==> src/hdl/sarsr_pkg.sv <==
// Purpose: Shared constants for the converter serial readout ends
// Assumes: One core clock of 200 MHz on both ends
// Notes:   Times in ns, cycle counts derived from them

package sarsr_pkg;

	// ------------------------------------------------------------
	// Clock and link timing
	// ------------------------------------------------------------
	localparam int CLK_PERIOD_NS   = 5;
	localparam int QUIET_NS        = 60;   // Least gap after a read
	localparam int SETUP_NS        = 10;   // Select fall to first clock fall
	localparam int SCLK_PERIOD_NS  = 100;  // Serial clock, 10 MHz
	// Least times round up, none below one cycle
	localparam int QUIET_CYC = (QUIET_NS + CLK_PERIOD_NS - 1) / CLK_PERIOD_NS;
	localparam int SETUP_CYC = (SETUP_NS + CLK_PERIOD_NS - 1) / CLK_PERIOD_NS;
	localparam int HALF_CYC  = (SCLK_PERIOD_NS / 2 + CLK_PERIOD_NS - 1) / CLK_PERIOD_NS;

	// ------------------------------------------------------------
	// Frame layout
	// ------------------------------------------------------------
	localparam int CODE_W     = 12;
	localparam int LEAD_ZEROS = 4;
	localparam int FRAME_BITS = 16;
	localparam int CNT_W      = 5;
	localparam int SMP_W      = 16;   // Differential input, in LSB units
	localparam int FIFO_DEPTH = 16;

	// Code limits, twos complement
	localparam logic [CODE_W-1:0] CODE_MAX  = 12'h7ff;
	localparam logic [CODE_W-1:0] CODE_MIN  = 12'h800;
	localparam logic [CODE_W-1:0] CODE_SIGN = 12'h800;
	localparam logic [CODE_W-1:0] CODE_ZERO = 12'h000;

	// Frame position constants
	localparam logic [CNT_W-1:0] CNT_ZERO = 5'h00;
	localparam logic [CNT_W-1:0] CNT_ONE  = 5'h01;
	localparam logic [CNT_W-1:0] CNT_LAST = 5'h0f;
	localparam logic [CNT_W-1:0] CNT_LEAD = 5'h04;
	localparam logic [CNT_W-1:0] CNT_TOP  = 5'h0f;  // Index of result MSB plus lead

endpackage

==> src/hdl/sarsr_link_if.sv <==
// Purpose: Serial link between host and converter ends
// Assumes: Both ends run on the same core clock
// Notes:   Data pin carries value plus output enable

`timescale 1ns/1ps

interface sarsr_link_if;

	// Select, active low, from host
	logic conv_sel_n;
	// Serial clock, from host
	logic sclk;
	// Result pin and its enable, from device
	logic serial_result_out;
	logic serial_result_oe;

	// ------------------------------------------------------------
	// Party views
	// ------------------------------------------------------------
	modport dev  (input conv_sel_n, input sclk, output serial_result_out, output serial_result_oe);
	modport host (output conv_sel_n, output sclk, input serial_result_out, input serial_result_oe);

endinterface

==> src/hdl/sarsr_dev.sv <==
// Purpose: Converter end: sampling, bit-serial conversion, readout
// Assumes: Select and serial clock are synchronous to core_clk
// Notes:   One sample is taken from the buffer per conversion
//
// What this block does
// - Select input is active low
// - Select falling starts a new conversion
// - Bits shift only while select held low
// - Result pin changes on serial clock fall
// - Four zeros then twelve result bits
// - Result sent most significant bit first
// - Result coded as twos complement
// - Serial clock falls advance the approximation
// - Code steps all-ones to zero at midscale
// - Positive end saturates at largest code
// - Negative end sits at smallest code
// - Host keeps quiet gap before reselecting

`timescale 1ns/1ps

module sarsr_dev #(
	parameter int SMP_W = sarsr_pkg::SMP_W,
	parameter int DEPTH = sarsr_pkg::FIFO_DEPTH
) (
	// Clock and reset
	input  wire logic                           core_clk,
	input  wire logic                           nrst,
	// Link
	sarsr_link_if.dev                           link,
	// Sample source, signed differential input
	input  wire logic signed [SMP_W-1:0]        smp_data,
	input  wire logic                           smp_valid,
	output logic                                smp_ready,
	// Result seen by the converter itself
	output logic [sarsr_pkg::CODE_W-1:0]        code_q,
	output logic                                code_valid_q,
	output logic                                abort_q,
	output logic                                underrun_q
);

	// ------------------------------------------------------------
	// Types and helpers
	// ------------------------------------------------------------
	typedef enum logic [1:0] {
		ST_IDLE  = 2'b00,
		ST_SHIFT = 2'b01,
		ST_DONE  = 2'b10
	} sarsr_dev_st_t;

	// Clamp input to the twelve-bit code range
	function automatic logic [sarsr_pkg::CODE_W-1:0] sat_code(input logic signed [SMP_W-1:0] v);
		logic signed [SMP_W-1:0] hi;
		logic signed [SMP_W-1:0] lo;
		hi = SMP_W'(signed'({1'b0, sarsr_pkg::CODE_MAX}));
		lo = -SMP_W'(signed'({1'b0, sarsr_pkg::CODE_SIGN}));
		if (v > hi) begin
			sat_code = sarsr_pkg::CODE_MAX;
		end else if (v < lo) begin
			sat_code = sarsr_pkg::CODE_MIN;
		end else begin
			sat_code = v[sarsr_pkg::CODE_W-1:0];
		end
	endfunction

	// ------------------------------------------------------------
	// Signals
	// ------------------------------------------------------------
	sarsr_dev_st_t                     st_q;
	sarsr_dev_st_t                     st_d;
	logic                              sel_prev_q;
	logic                              sclk_prev_q;
	logic                              sel_fall;
	logic                              sel_rise;
	logic                              sclk_fall;
	logic [sarsr_pkg::CNT_W-1:0]       cnt_q;
	logic [sarsr_pkg::CNT_W-1:0]       cnt_next;
	logic [sarsr_pkg::CODE_W-1:0]      target_q;   // Offset binary sample
	logic [sarsr_pkg::CODE_W-1:0]      sar_q;
	logic [sarsr_pkg::CODE_W-1:0]      trial;
	logic [sarsr_pkg::CODE_W-1:0]      bit_mask;
	logic                              decide;
	logic                              tx_bit;
	logic                              sdo_q;
	logic                              oe_q;
	logic                              fifo_pop;
	logic [SMP_W-1:0]                  fifo_data;
	logic                              fifo_valid;

	// ------------------------------------------------------------
	// Sample buffer
	// ------------------------------------------------------------
	sarsr_fifo #(
		.WIDTH (SMP_W),
		.DEPTH (DEPTH)
	) u_fifo (
		.core_clk  (core_clk),
		.nrst      (nrst),
		.in_data   (smp_data),
		.in_valid  (smp_valid),
		.in_ready  (smp_ready),
		.out_data  (fifo_data),
		.out_valid (fifo_valid),
		.out_ready (fifo_pop)
	);

	// ------------------------------------------------------------
	// Link edge detection
	// ------------------------------------------------------------
	// Previous levels of select and serial clock
	always_ff @(posedge core_clk or negedge nrst) begin
		if (!nrst) begin
			sel_prev_q  <= 1'b1;
			sclk_prev_q <= 1'b1;
		end else begin
			sel_prev_q  <= link.conv_sel_n;
			sclk_prev_q <= link.sclk;
		end
	end

	assign sel_fall  = sel_prev_q && !link.conv_sel_n;
	assign sel_rise  = !sel_prev_q && link.conv_sel_n;
	assign sclk_fall = sclk_prev_q && !link.sclk && !link.conv_sel_n;
	assign fifo_pop  = sel_fall && fifo_valid;

	// ------------------------------------------------------------
	// Frame control
	// ------------------------------------------------------------
	// Next state
	always_comb begin
		st_d = st_q;
		case (st_q)
			ST_IDLE: begin
				if (sel_fall) begin
					st_d = ST_SHIFT;
				end
			end
			ST_SHIFT: begin
				if (link.conv_sel_n) begin
					st_d = ST_IDLE;
				end else if (sclk_fall && cnt_q == sarsr_pkg::CNT_LAST) begin
					st_d = ST_DONE;
				end
			end
			ST_DONE: begin
				if (link.conv_sel_n) begin
					st_d = ST_IDLE;
				end
			end
			default: begin
				st_d = ST_IDLE;
			end
		endcase
	end

	// State register
	always_ff @(posedge core_clk or negedge nrst) begin
		if (!nrst) begin
			st_q <= ST_IDLE;
		end else begin
			st_q <= st_d;
		end
	end

	// Bit counter, one step per serial clock fall
	assign cnt_next = cnt_q + sarsr_pkg::CNT_ONE;

	always_ff @(posedge core_clk or negedge nrst) begin
		if (!nrst) begin
			cnt_q <= sarsr_pkg::CNT_ZERO;
		end else if (st_q == ST_IDLE) begin
			cnt_q <= sarsr_pkg::CNT_ZERO;
		end else if (st_q == ST_SHIFT && sclk_fall) begin
			cnt_q <= cnt_next;
		end
	end

	// ------------------------------------------------------------
	// Successive approximation
	// ------------------------------------------------------------
	// Bit under trial, MSB first after the lead zeros
	// First decided fall tries the MSB; shifts past the code clear the mask
	assign bit_mask = sarsr_pkg::CODE_SIGN >> (cnt_next - sarsr_pkg::CNT_LEAD);
	assign trial    = sar_q | bit_mask;
	assign decide   = (target_q >= trial);
	// Sign bit is the inverted offset MSB
	assign tx_bit   = (bit_mask == sarsr_pkg::CODE_SIGN) ? !decide : decide;

	// Sampled target, held in offset binary
	always_ff @(posedge core_clk or negedge nrst) begin
		if (!nrst) begin
			target_q <= sarsr_pkg::CODE_SIGN;
		end else if (sel_fall) begin
			target_q <= (fifo_valid ? sat_code(fifo_data) : sarsr_pkg::CODE_ZERO)
				^ sarsr_pkg::CODE_SIGN;
		end
	end

	// Approximation register, cleared at select fall, otherwise moves only on clock falls
	always_ff @(posedge core_clk or negedge nrst) begin
		if (!nrst) begin
			sar_q <= sarsr_pkg::CODE_ZERO;
		end else if (sel_fall) begin
			sar_q <= sarsr_pkg::CODE_ZERO;
		end else if (st_q == ST_SHIFT && sclk_fall && cnt_next >= sarsr_pkg::CNT_LEAD) begin
			if (decide) begin
				sar_q <= trial;
			end
		end
	end

	// ------------------------------------------------------------
	// Result pin
	// ------------------------------------------------------------
	// Data value: zeros first, then decided bits
	always_ff @(posedge core_clk or negedge nrst) begin
		if (!nrst) begin
			sdo_q <= 1'b0;
		end else if (sel_fall) begin
			sdo_q <= 1'b0;
		end else if (st_q == ST_SHIFT && sclk_fall) begin
			if (cnt_next < sarsr_pkg::CNT_LEAD) begin
				sdo_q <= 1'b0;
			end else begin
				sdo_q <= tx_bit;
			end
		end
	end

	// Enable: on at select fall, off when deselected or done
	always_ff @(posedge core_clk or negedge nrst) begin
		if (!nrst) begin
			oe_q <= 1'b0;
		end else if (sel_fall) begin
			oe_q <= 1'b1;
		end else if (link.conv_sel_n) begin
			oe_q <= 1'b0;
		end else if (st_q == ST_SHIFT && sclk_fall && cnt_q == sarsr_pkg::CNT_LAST) begin
			oe_q <= 1'b0;
		end
	end

	assign link.serial_result_out = sdo_q;
	assign link.serial_result_oe  = oe_q;

	// ------------------------------------------------------------
	// Local status
	// ------------------------------------------------------------
	// Completed code, with a one-cycle flag
	always_ff @(posedge core_clk or negedge nrst) begin
		if (!nrst) begin
			code_q       <= sarsr_pkg::CODE_ZERO;
			code_valid_q <= 1'b0;
		end else begin
			code_valid_q <= 1'b0;
			if (st_q == ST_SHIFT && st_d == ST_DONE) begin
				code_q       <= (decide ? trial : sar_q) ^ sarsr_pkg::CODE_SIGN;
				code_valid_q <= 1'b1;
			end
		end
	end

	// Frame cut short, and start without a buffered sample
	always_ff @(posedge core_clk or negedge nrst) begin
		if (!nrst) begin
			abort_q    <= 1'b0;
			underrun_q <= 1'b0;
		end else begin
			abort_q    <= (st_q == ST_SHIFT) && sel_rise;
			underrun_q <= sel_fall && !fifo_valid;
		end
	end

endmodule

==> src/hdl/sarsr_fifo.sv <==
// Purpose: Sample buffer with valid and ready on both sides
// Assumes: Depth is a power of two
// Notes:   Pointers carry one extra bit for full and empty

`timescale 1ns/1ps

module sarsr_fifo #(
	parameter int WIDTH = 16,
	parameter int DEPTH = 16
) (
	// Clock and reset
	input  wire logic             core_clk,
	input  wire logic             nrst,
	// Filling side
	input  wire logic [WIDTH-1:0] in_data,
	input  wire logic             in_valid,
	output logic                  in_ready,
	// Draining side
	output logic      [WIDTH-1:0] out_data,
	output logic                  out_valid,
	input  wire logic             out_ready
);

	localparam int AW = $clog2(DEPTH);

	logic [WIDTH-1:0] mem [DEPTH];
	logic [AW:0]      wptr_q;
	logic [AW:0]      rptr_q;
	logic             push;
	logic             pop;

	// Full and empty from pointer compare
	assign in_ready  = !((wptr_q[AW] != rptr_q[AW]) && (wptr_q[AW-1:0] == rptr_q[AW-1:0]));
	assign out_valid = (wptr_q != rptr_q);
	assign out_data  = mem[rptr_q[AW-1:0]];
	assign push      = in_valid && in_ready;
	assign pop       = out_valid && out_ready;

	// Storage write
	always_ff @(posedge core_clk) begin
		if (push) begin
			mem[wptr_q[AW-1:0]] <= in_data;
		end
	end

	// Write pointer
	always_ff @(posedge core_clk or negedge nrst) begin
		if (!nrst) begin
			wptr_q <= '0;
		end else if (push) begin
			wptr_q <= wptr_q + 1'b1;
		end
	end

	// Read pointer
	always_ff @(posedge core_clk or negedge nrst) begin
		if (!nrst) begin
			rptr_q <= '0;
		end else if (pop) begin
			rptr_q <= rptr_q + 1'b1;
		end
	end

endmodule

==> src/flat_wrapper.sv <==
// flat-port wrapper written by rule: the top's interface ports become plain ports
module sarsr_dev_flat 
#(
	parameter int SMP_W = sarsr_pkg::SMP_W,
	parameter int DEPTH = sarsr_pkg::FIFO_DEPTH
)
  (core_clk, nrst, smp_data, smp_valid, smp_ready, code_q, code_valid_q, abort_q, underrun_q, link_conv_sel_n, link_sclk, link_serial_result_out, link_serial_result_oe);
  sarsr_link_if link_i ();
  input  wire logic core_clk;
  input  wire logic nrst;
  input  wire logic signed [SMP_W-1:0] smp_data;
  input  wire logic smp_valid;
  output logic smp_ready;
  output logic [sarsr_pkg::CODE_W-1:0] code_q;
  output logic code_valid_q;
  output logic abort_q;
  output logic underrun_q;
  input wire logic [$bits(link_i.conv_sel_n)-1:0] link_conv_sel_n;
  input wire logic [$bits(link_i.sclk)-1:0] link_sclk;
  output wire logic [$bits(link_i.serial_result_out)-1:0] link_serial_result_out;
  output wire logic [$bits(link_i.serial_result_oe)-1:0] link_serial_result_oe;
  assign link_i.conv_sel_n = link_conv_sel_n;
  assign link_i.sclk = link_sclk;
  assign link_serial_result_out = link_i.serial_result_out;
  assign link_serial_result_oe = link_i.serial_result_oe;
  sarsr_dev #(.SMP_W(SMP_W), .DEPTH(DEPTH)) u_core (.core_clk(core_clk), .nrst(nrst), .link(link_i), .smp_data(smp_data), .smp_valid(smp_valid), .smp_ready(smp_ready), .code_q(code_q), .code_valid_q(code_valid_q), .abort_q(abort_q), .underrun_q(underrun_q));
endmodule
==> config.mk <==
export PLATFORM = sky130hd
export DESIGN_NAME = sarsr_dev_flat
export DESIGN_NICKNAME = d
export VERILOG_FILES = /design/src/hdl/sarsr_pkg.sv /design/src/hdl/sarsr_link_if.sv /design/src/hdl/sarsr_dev.sv /design/src/hdl/sarsr_fifo.sv /design/src/flat_wrapper.sv
export SDC_FILE = /design/constraint.sdc
export NUM_CORES = 1
export LEC_CHECK = 0
export ABC_AREA = 1
export BUFFER_PORTS_ARGS = -buffer_cell sky130_fd_sc_hd__buf_4
export CAP_MARGIN = 40
export CORE_UTILIZATION = 35
export CTS_CLUSTER_DIAMETER = 200
export CTS_CLUSTER_SIZE = 20
export DETAILED_ROUTE_END_ITERATION = 8
export PLACE_DENSITY = 0.51
export SYNTH_ARGS = -nofsm -noshare
export SYNTH_HDL_FRONTEND = slang
export SYNTH_SLANG_ARGS = --single-unit
==> constraint.sdc <==
create_clock -name core_clk -period 4.75 [get_ports core_clk]
set_input_delay 0.2375 -clock core_clk [delete_from_list [all_inputs] [get_ports core_clk]]
set_output_delay 0.2375 -clock core_clk [all_outputs]
set_load 0.02 [all_outputs]
**Word-level counts from Yosys, hierarchy flattened**

Memory sizes are Yosys's and may differ from the RTL's.
Cells that the tools add are included.
Widths: inputs -> output; s select.

- Multiplexer cells: 24
- Add/sub/neg operators: 4
- Shift operators: 1
- Reductions and logical operators: 26
- $lt $le $gt $ge: 5
- Eq/ne operators: 8
- Bitwise gates (word level): 3

Operators with widths:

| kind | number |
|---|---|
| $mux 12 | 7 |
| $gt 16x12->1 const B | 1 |
| $lt 16x12->1 const B | 1 |
| $add 5x1->5 const B | 3 |
| $logic_and 1x1->1 | 15 |
| $eq 12x12->1 const B | 1 |
| $ge 12x12->1 | 1 |
| $or 12x12->12 | 1 |
| $shr 12x5->12 const A | 1 |
| $mux 1 | 10 |
| $mux 5 | 2 |
| $mux 2 | 4 |
| $logic_not 1->1 | 6 |
| $pmux 2 s3 | 1 |
| $reduce_bool 2->1 | 3 |
| $eq 5x4->1 const B | 1 |
| $ge 5x3->1 const B | 1 |
| $lt 5x3->1 const B | 1 |
| $ne 5x5->1 | 1 |
| $sub 5x3->5 const B | 1 |
| $eq 2x2->1 const B | 2 |
| $eq 4x4->1 | 1 |
| $reduce_bool 3->1 | 1 |
| $eq 2x1->1 const B | 1 |
| other kinds (3) | 4 |

- Bits of input ports: 21
- Memories: 1
- Bits in writable memories: 256
- Register bits: 60

Memory list:

| memory | words | width | read ports | clocked after Yosys merged registers in | wr ports | line | source |
|---|---|---|---|---|---|---|---|
| u_core.u_fifo.mem | 16 | 16 | 1 | 0 | 1 | sarsr_fifo.sv:26 | `logic [WIDTH-1:0] mem [DEPTH];` |

**Depth between registers and ports, before layout**

Gate-level depths: netlist of the first run.

- Depth after elaboration: 10
- Gate-level depth with buffers: 23

**By module**

A second synthesis of the first run with hierarchy kept.

- Cell total of the unflattened synthesis: 1342
- Area total of the unflattened synthesis: 13950.9 um2

Modules (own cells, without submodules):

| module | times used | seq. area each (um2) | area an instance (um2) | cells each |
|---|---|---|---|---|
| sarsr_fifo | 1 | 7937.6 | 11094.4 | 992 |
| sarsr_dev | 1 | 1255.0 | 2856.5 | 350 |

**Least setup slack after synthesis of the first run**

No wires, ideal clock.

- Path kind: register -> register
- From: reg u_core.cnt_q[0] (netlist name)
- To: reg u_core.code_q[10] (netlist name)
- Data arrival time: 3241 ps
- Path buffers: 2
- Period minus slack after synthesis: 3365 ps
- Stages on the path, launching flop included: 20
- Setup time: 124 ps
- Required time: 4626 ps
- Slack: 1385 ps
- Cells stage by stage: dfrtp_1 ha_1 nand2_1 nor2_1 ha_1 clkbuf_1 nand3_1 nand2_1 nor3_1 or2_2 inv_1 ha_1 a21o_1 o21ai_0 nand3_1 nor2_1 inv_1 clkbuf_1 o21ai_0 o21ai_1

- Cells in the longest elaborated chain, start to end: 7
- Elaborated cells between the ends (all ways): 13

Ends and longest elaborated chain:

| what | line | source |
|---|---|---|
| from (decl) | sarsr_dev.sv:75 | `logic [sarsr_pkg::CNT_W-1:0] cnt_q;` |
| from (signal assigned) | sarsr_dev.sv:169 | `cnt_q <= sarsr_pkg::CNT_ZERO;` |
| from (signal assigned) | sarsr_dev.sv:171 | `cnt_q <= sarsr_pkg::CNT_ZERO;` |
| from (signal assigned) | sarsr_dev.sv:173 | `cnt_q <= cnt_next;` |
| branches (longest 7 deep; another with $ge 12x12->1) | - |  |
| to (signal assigned) | sarsr_dev.sv:251 | `code_q <= sarsr_pkg::CODE_ZERO;` |
| to (signal assigned) | sarsr_dev.sv:256 | `code_q <= (decide ? trial : sar_q) ^ sarsr_pkg::CODE_SIGN;` |
| to (decl) | sarsr_dev.sv:35 | `output logic [sarsr_pkg::CODE_W-1:0] code_q,` |

Parallel ways; which one is timed is not known.
A chain may end at the register's enable or synchronous reset.

**Final worst setup path of the first run**

Same ends and word-level chain as after synthesis.

==> impl_metrics.py, run 1 <==
metrics = {
    "grt": {
        "grt_first_pass_wirelength_mm": 51.0,
        "grtUsageTotal_pct": 17.2,
        "grt-ovfl-total": 0,
        "use_met3_pct": 2.02,
        "met2_usage_pct": 28.4,
        "grt_pass1_vias": 8424,
        "use_met1_pct": 23.7,
        "busiest_layer": "met2",
        "grt_max_degree": 76,
        "antenna_found_initial": 0,
    },
    "routing": {
        "vias": 8807,
        "routedWlPerCell_um": 18.5,
        "first_pass_iters": 5,
        "viasPerCell": 4.90,
        "drc_errors": 0,
        "wl_mm": 33.2,
        "drtIter0Drc": 515,
        "final_antenna_net_count": 0,
    },
    "critical_path": {
        "startpoint_type": "flop",
        "slowest_stage": "dfrtp_1",
        "crit_arrival_ps": 4090,
        "critical_path.cell_chain": "ha_1 > nand2_1 > nor2_1 > ha_1 > nand3_1 > nand2_1 > nor3_1 > or2_2 > inv_1 > ha_1 > a21o_1 > o21ai_0 > nand3_1 > nor2_1 > inv_1 > o21ai_0 > o21ai_1",
        "path_max_fanout": 13,
        "cp-end-kind": "flop",
        "critPathMaxStageDelay_ps": 470,
        "cpMostUsedCell": "ha_1",
        "path_class": "flop to flop",
        "path_buf_inv": 2,
        "critPathTopFamily": "simple AND/OR/NAND/NOR gates",
        "worstPathRequired_ps": 5140,
    },
    "synthesis": {
        "synth.distinct_cells": 35,
        "synthFlopType": "edfxtp_1",
        "syn_inst": 1236,
        "yosysWarnings": 0,
        "synth_area_per_cell_sq_um": 11.0,
        "synth_edf_count": 256,
        "syn_nets": 1281,
        "ys_seq_elements": 316,
        "syn_area_sq_mm": 0.0136,
        "synthArstFlopShare_pct": 19.0,
        "ys_seq_area_share_pct": 67.8,
    },
    "clock_network": {
        "root_buffer": "clkbuf_16",
        "clk_path_buf_depth": 3,
        "cts.sink_count": 316,
        "h-tree-depth": 1,
        "cts_setup_buffers": 0,
        "cts_made_buffers": 19,
        "clock_latency_ps": 530,
        "path_clk_slew_ps": 90,
        "post_cts_resized": 0,
        "ctsHoldBuffers": 10,
        "cts_tree": "built",
    },
    "die": {
        "rows": 71,
        "dieHeight_um": 199,
        "die_x_um": 199,
        "core-area_sq_mm": 0.0379,
        "initial_utilization_pct": 35.8,
        "ioPinCount": 39,
        "design.die.area_sq_mm": 0.0395,
    },
    "power": {
        "ir_drop_uv": 348,
        "p_leak_nw": 5.82,
        "p_per_area_mw_per_mm2": 529,
    },
    "layout": {
        "final_util_pct": 39.9,
        "postLayoutCellArea_sq_mm": 0.0151,
        "fin_nets": 1324,
        "nFillCells": 3738,
        "final_common_cell": "edfxtp_1",
        "antenna-diode-count": 0,
        "drive_above_1_share_pct": 10.0,
        "final_cell_mix": "edfxtp_1, nand2_1, nor2_1",
        "areaGrowthSynthToFinish_pct": 11.5,
    },
    "hold_path": {
        "holdCritPathClass": "input port to flop",
    },
    "timing": {
        "setup-tns-final_ps": 0,
        "clock.fmax_mhz": 271,
        "finalHoldViolations": 0,
        "period_share_pct": 77.8,
        "timing.final.ws_setup_ps": 1060,
        "min_period_ps": 3690,
        "tightestPinTransition_ps": 795,
        "holdWs_ps": 7.75,
        "slew_headroom_pct": 47.0,
        "rsz0062_at_grt": "false",
        "final_max_slew_viol_count": 0,
        "clock_skew_ps": 14.8,
        "setup-violations-final": 0,
    },
    "placed_design": {
        "hpwl_mm": 18.9,
        "routabilityCongestion": 0.861,
        "placed_area_sq_mm": 0.0145,
        "numPortBuffers": 38,
        "place_worst_setup_slack_ps": 1100,
    },
    "run_status": {
        "status": "complete, no violations",
    },
    "job": {
        "max_cap_violations": 0,
    },
}
## flip-flops by register name, summed over array words and instances, names as in the netlist
name,cells
u_core.u_fifo.mem,256
u_core.code_q,12
u_core.sar_q,12
u_core.target_q,12
u_core.cnt_q,5
u_core.u_fifo.rptr_q,5
u_core.u_fifo.wptr_q,5
u_core.st_q,2
u_core.abort_q,1
u_core.code_valid_q,1
u_core.link.serial_result_oe,1
u_core.link.serial_result_out,1
u_core.sclk_prev_q,1
u_core.sel_prev_q,1
u_core.underrun_q,1
## power by group
group | switching, W | internal (W) | total (W)
registers | 0.000154 | 0.00333 | 0.00348
clock network | 0.000894 | 0.000794 | 0.00169
logic | 0.00199 | 0.000844 | 0.00283
total | 0.00304 | 0.00497 | 0.00800
## layout make-up
cell class	instances	area (sq um)	share of cell area (%)
multi-input combinational	754	3710	24.5
clock buffer	25	498	3.29
sequential	316	9200	60.8
tap	511	639	4.23
inverter	112	422	2.79
timing repair buffer	76	623	4.12
clock inverter	2	38.8	0.256
## kinds of logic after synthesis
family | share of synthesized area, %
simple gates | 15.2
xor+xnor | 0.646
fa+ha+maj | 2.21
buf+inv | 5.19
compound gates | 8.98
flops | 67.8
## cells in the mapped netlist, types with 2 or more instances
cell type	number	share of area (%)
a21oi_1	13	0.48
a22o_1	6	0.39
buf_2	14	0.52
buf_4	3	0.17
buf_6	7	0.58
clkbuf_1	30	0.83
dfrtp_1	57	11
dfstp_2	3	0.58
edfxtp_1	256	57
ha_1	24	2.2
inv_1	108	3.0
inv_2	4	0.11
nand2_1	226	6.3
nand2_2	3	0.14
nand3_1	67	2.5
nand4_1	8	0.37
nor2_1	177	4.9
nor2_2	2	0.092
nor2_4	3	0.25
nor3_1	5	0.18
o21ai_0	122	4.5
o21ai_1	21	0.77
o21bai_1	2	0.11
o221ai_1	10	0.65
o22ai_1	40	1.8
or2_2	7	0.32
xor2_1	10	0.65
## per-layer routing
layer,vias to the layer above,part of all wire (%)
met5,-,0
met4,0,3.1
met3,48,3.5
met2,178,46
met1,4268,47
li1,4313,-
## path summary, 6_finish.rpt
check	from	endpoint	slack, ps	depth (start not counted)
max in group asynchronous	nrst	u_core.u_fifo.rptr_q[0]	3820	2
max reg2reg	u_core.cnt_q[0]	u_core.code_q[10]	1060	17
min	smp_data[5]	u_core.u_fifo.mem[8][5]	8	1
min in group asynchronous	nrst	u_core.link.serial_result_oe	330	2
max	u_core.cnt_q[0]	u_core.code_q[10]	1060	17
min reg2reg	u_core.u_fifo.rptr_q[4]	u_core.u_fifo.rptr_q[4]	480	1
## through the flow
stage / std cells / total power [W]
2_1_floorplan: 1236 / 0.00545
3_3_place_gp: 1757 / 0.00634
3_5_place_dp: 1759 / 0.00640
4_1_cts: 1796 / 0.00809
5_1_grt: 1796 / 0.00852
6_report: 1796 / 0.00800
(Power assumes the default switching activity.)
==> run 2: changes to the inputs <==
--- a/config.mk
+++ b/config.mk
@@ -5,14 +5,14 @@
 export SDC_FILE = /design/constraint.sdc
 export NUM_CORES = 1
 export LEC_CHECK = 0
-export ABC_AREA = 1
+export ABC_AREA = 0
 export BUFFER_PORTS_ARGS = -buffer_cell sky130_fd_sc_hd__buf_4
 export CAP_MARGIN = 40
 export CORE_UTILIZATION = 35
 export CTS_CLUSTER_DIAMETER = 200
 export CTS_CLUSTER_SIZE = 20
 export DETAILED_ROUTE_END_ITERATION = 8
-export PLACE_DENSITY = 0.51
+export PLACE_DENSITY = 0.53
 export SYNTH_ARGS = -nofsm -noshare
 export SYNTH_HDL_FRONTEND = slang
 export SYNTH_SLANG_ARGS = --single-unit
==> constraint.sdc (replaced) <==
create_clock -name core_clk -period 3.35 [get_ports core_clk]
set_input_delay 0.1675 -clock core_clk [delete_from_list [all_inputs] [get_ports core_clk]]
set_output_delay 0.1675 -clock core_clk [all_outputs]
set_load 0.02 [all_outputs]
==> run 2 against run 1 <==
Against the previous run:
- the run now ends with DRC, setup timing left
- critical endpoint is now u_core.code_q[11]
- area after synthesis decreased by 5.4%
- sequential share of layout area grew 1.3 points
- highest routed layer unchanged
- cell count down 29%
- non-clock buffer count increased by 30
- global-route usage fell by 2.1 points
- final area down 2.0%
- combinational power grew 11%
- die area is 5.4% lower
- hold slack improved by 120 ps
- count of clock-buffer cells in the layout stayed put
- clock skew up 1.9 ps
- sequential cell count did not move
==> impl_metrics.py, run 2 <==
metrics = {
    "critical_path": {
        "slowest_stage": "dfrtp_2",
        "startpoint_type": "flop",
        "path_class": "flop to flop",
        "critPathTopFamily": "compound AO/OA/AOI/OAI gates",
        "worstPathRequired_ps": 3810,
        "critPathMaxStageDelay_ps": 440,
        "cp-end-kind": "flop",
        "path_max_fanout": 14,
        "critical_path.cell_chain": "ha_4 > and3_4 > ha_4 > xnor2_2 > nor3_2 > buf_4 > a21oi_2 > ha_1 > a21o_1 > a21o_1 > a21o_1 > a2111oi_4 > o221ai_2 > buf_12 > a311oi_2 > a21o_1",
        "path_buf_inv": 2,
        "cpMostUsedCell": "a21o_1",
        "crit_arrival_ps": 3890,
    },
    "power": {
        "p_per_area_mw_per_mm2": 711,
        "ir_drop_uv": 342,
        "p_leak_nw": 5.07,
        "power.total_w": 0.0105,
    },
    "layout": {
        "largest_reg_flops": 256,
        "final_cell_mix": "edfxtp_1, buf_4, mux4_2",
        "nFillCells": 3150,
        "areaGrowthSynthToFinish_pct": 15.5,
        "layout.cells.non_filler": 1275,
        "final_common_cell": "edfxtp_1",
        "fin_nets": 853,
        "drive_above_1_share_pct": 28.0,
        "antenna-diode-count": 0,
    },
    "job": {
        "max_cap_violations": 0,
    },
    "synthesis": {
        "syn_nets": 762,
        "synth-compound-area-share_pct": 4.22,
        "synth_mux_area_share_pct": 13.5,
        "ys_seq_elements": 316,
        "synthXorXnorAreaFrac_pct": 1.22,
        "synthTopCellsByArea": "edfxtp_1, mux4_2, dfrtp_1, ha_1, nand2_1",
        "synthFlopType": "edfxtp_1",
        "synth_fa_ha_area_share_pct": 2.34,
        "synthArstFlopShare_pct": 19.0,
        "synthSimpleGateAreaFrac_pct": 5.47,
        "yosys.area.top_type": "edfxtp_1",
        "synth_edf_count": 256,
        "ys_seq_area_share_pct": 71.7,
        "yosysWarnings": 0,
        "synth_commonest_cells": "edfxtp_1, mux4_2, nand2_1",
        "syn_inst": 717,
        "synth_top_area_share_pct": 59.9,
        "syn_area_sq_mm": 0.0128,
        "synth.distinct_cells": 51,
        "synth_top_family_by_area": "multiplexers",
        "synth_area_per_cell_sq_um": 17.9,
        "synth.most_common_cell": "edfxtp_1",
    },
    "run_status": {
        "status": "finished with violations",
        "violations": "DRC, setup timing",
    },
    "routing": {
        "vias": 6652,
        "routedWlPerCell_um": 21.9,
        "first_pass_iters": 7,
        "final_antenna_net_count": 0,
        "viasPerCell": 5.22,
        "wl_mm": 27.9,
        "drc_errors": 6,
        "drtIter0Drc": 390,
    },
    "timing": {
        "setup-tns-final_ps": -1150,
        "rsz0062_at_grt": "true",
        "final_max_slew_viol_count": 0,
        "holdWs_ps": 127,
        "finalHoldViolations": 0,
        "period_share_pct": 102,
        "clock.fmax_mhz": 292,
        "clock_skew_ps": 16.7,
        "setup-violations-final": 24,
        "min_period_ps": 3430,
        "timing.final.ws_setup_ps": -79.8,
        "tightestPinTransition_ps": 766,
        "slew_headroom_pct": 48.8,
    },
    "clock_network": {
        "cts_made_buffers": 19,
        "clk_path_buf_depth": 3,
        "root_buffer": "clkbuf_16",
        "clock_latency_ps": 510,
        "cts.sink_count": 316,
        "h-tree-depth": 1,
        "path_clk_slew_ps": 90,
        "cts_tree": "built",
    },
    "placed_design": {
        "numPortBuffers": 38,
        "routabilityCongestion": 0.806,
        "hpwl_mm": 16.7,
        "dp_cells": 1228,
    },
    "die": {
        "dieHeight_um": 193,
        "core-area_sq_mm": 0.0358,
        "die_x_um": 193,
        "rows": 69,
        "design.die.area_sq_mm": 0.0374,
        "ioPinCount": 39,
        "initial_utilization_pct": 35.8,
    },
    "grt": {
        "grt-ovfl-total": 0,
        "grt_max_degree": 61,
        "grtUsageTotal_pct": 15.1,
        "grt_pass1_vias": 6999,
        "antenna_found_initial": 0,
        "grt_first_pass_wirelength_mm": 43.0,
    },
    "hold_path": {
        "holdCritPathClass": "input port to flop",
    },
}
## run 2: cell count changes after synthesis, sizes merged, moves of 40 or more
cell | before | now
inv | 112 | 9
mux4 | 0 | 76
nand2 | 229 | 64
nand3 | 68 | 3
nor2 | 182 | 33
o21ai | 144 | 38
o22ai | 40 | 0
## run 2: final timing paths
check	start	to	slack, ps	depth (start not counted)
min in group asynchronous	nrst	u_core.abort_q	260	2
max reg2reg	u_core.cnt_q[1]	u_core.code_q[11]	-80	16
max	u_core.cnt_q[1]	u_core.code_q[11]	-80	16
min	smp_valid	u_core.u_fifo.wptr_q[0]	130	3
max in group asynchronous	nrst	u_core.u_fifo.rptr_q[0]	2520	2
min reg2reg	u_core.code_q[3]	u_core.code_q[3]	490	2
## run 2: layout make-up
type	instances	area, sq um	area share, %
Multi-Input combinational cell	356	3600	24.3
Tap cell	461	577	3.89
Inverter	9	33.8	0.228
Clock buffer	25	498	3.36
Sequential cell	316	9200	62.1
Timing Repair Buffer	106	872	5.89
Clock inverter	2	38.8	0.262
## run 2: where the power goes
part           internal (W)  leakage (nW)  switching, W
Sequential          0.00470          3.09      0.000346
Clock               0.00112         0.260       0.00122
Combinational       0.00154          1.71       0.00160
## run 2: logic make-up after synthesis
group / Yosys count
AOI/OAI and AO/OA: 89
xor gates and xnor gates: 17
adders and majority gates: 24
buffers and inverters: 45
DFF: 316
muxes: 78
and+or+nand+nor: 148
## run 2: tightest hold or removal path, stage by stage
cell and delay, ps:
buf_4 70, and2_1 250, xnor2_1 110
## run 2: what timing repair did
| item | 4_1_cts | 5_1_grt |
|---|---|---|
| endpoints found under the setup margin | 24 | 25 |
| endpoints found under the hold margin | 319 | 0 |
| hold buffers | 19 | 0 |
| buffers inserted | 0 | 0 |
| cloned | 1 | 0 |
| gates resized for setup | 8 | 4 |
| pin swaps | 1 | 1 |
## run 2: through the flow
step	cell area (sq um)	setup WS (ps)	utilization, %
2_1_floorplan	12900	-82.0	-
3_3_place_gp	14000	-12.5	39.2
3_5_place_dp	14000	-75.9	39.2
4_1_cts	14800	-89.4	41.3
5_1_grt	14800	-240	41.4
6_report	14800	-79.8	41.4
## run 2: layer usage
| layer | GRT usage (%) | vias up | part of all wire [%] | wire length, um |
|---|---|---|---|---|
| li1 | - | 2979 | - | - |
| met1 | 20.7 | 3508 | 45 | 12500 |
| met2 | 26.0 | 136 | 50 | 14000 |
| met3 | 1.78 | 29 | 3.4 | 939 |
| met4 | 3.26 | 0 | 1.8 | 500 |
| met5 | 0 | - | 0 | 0 |
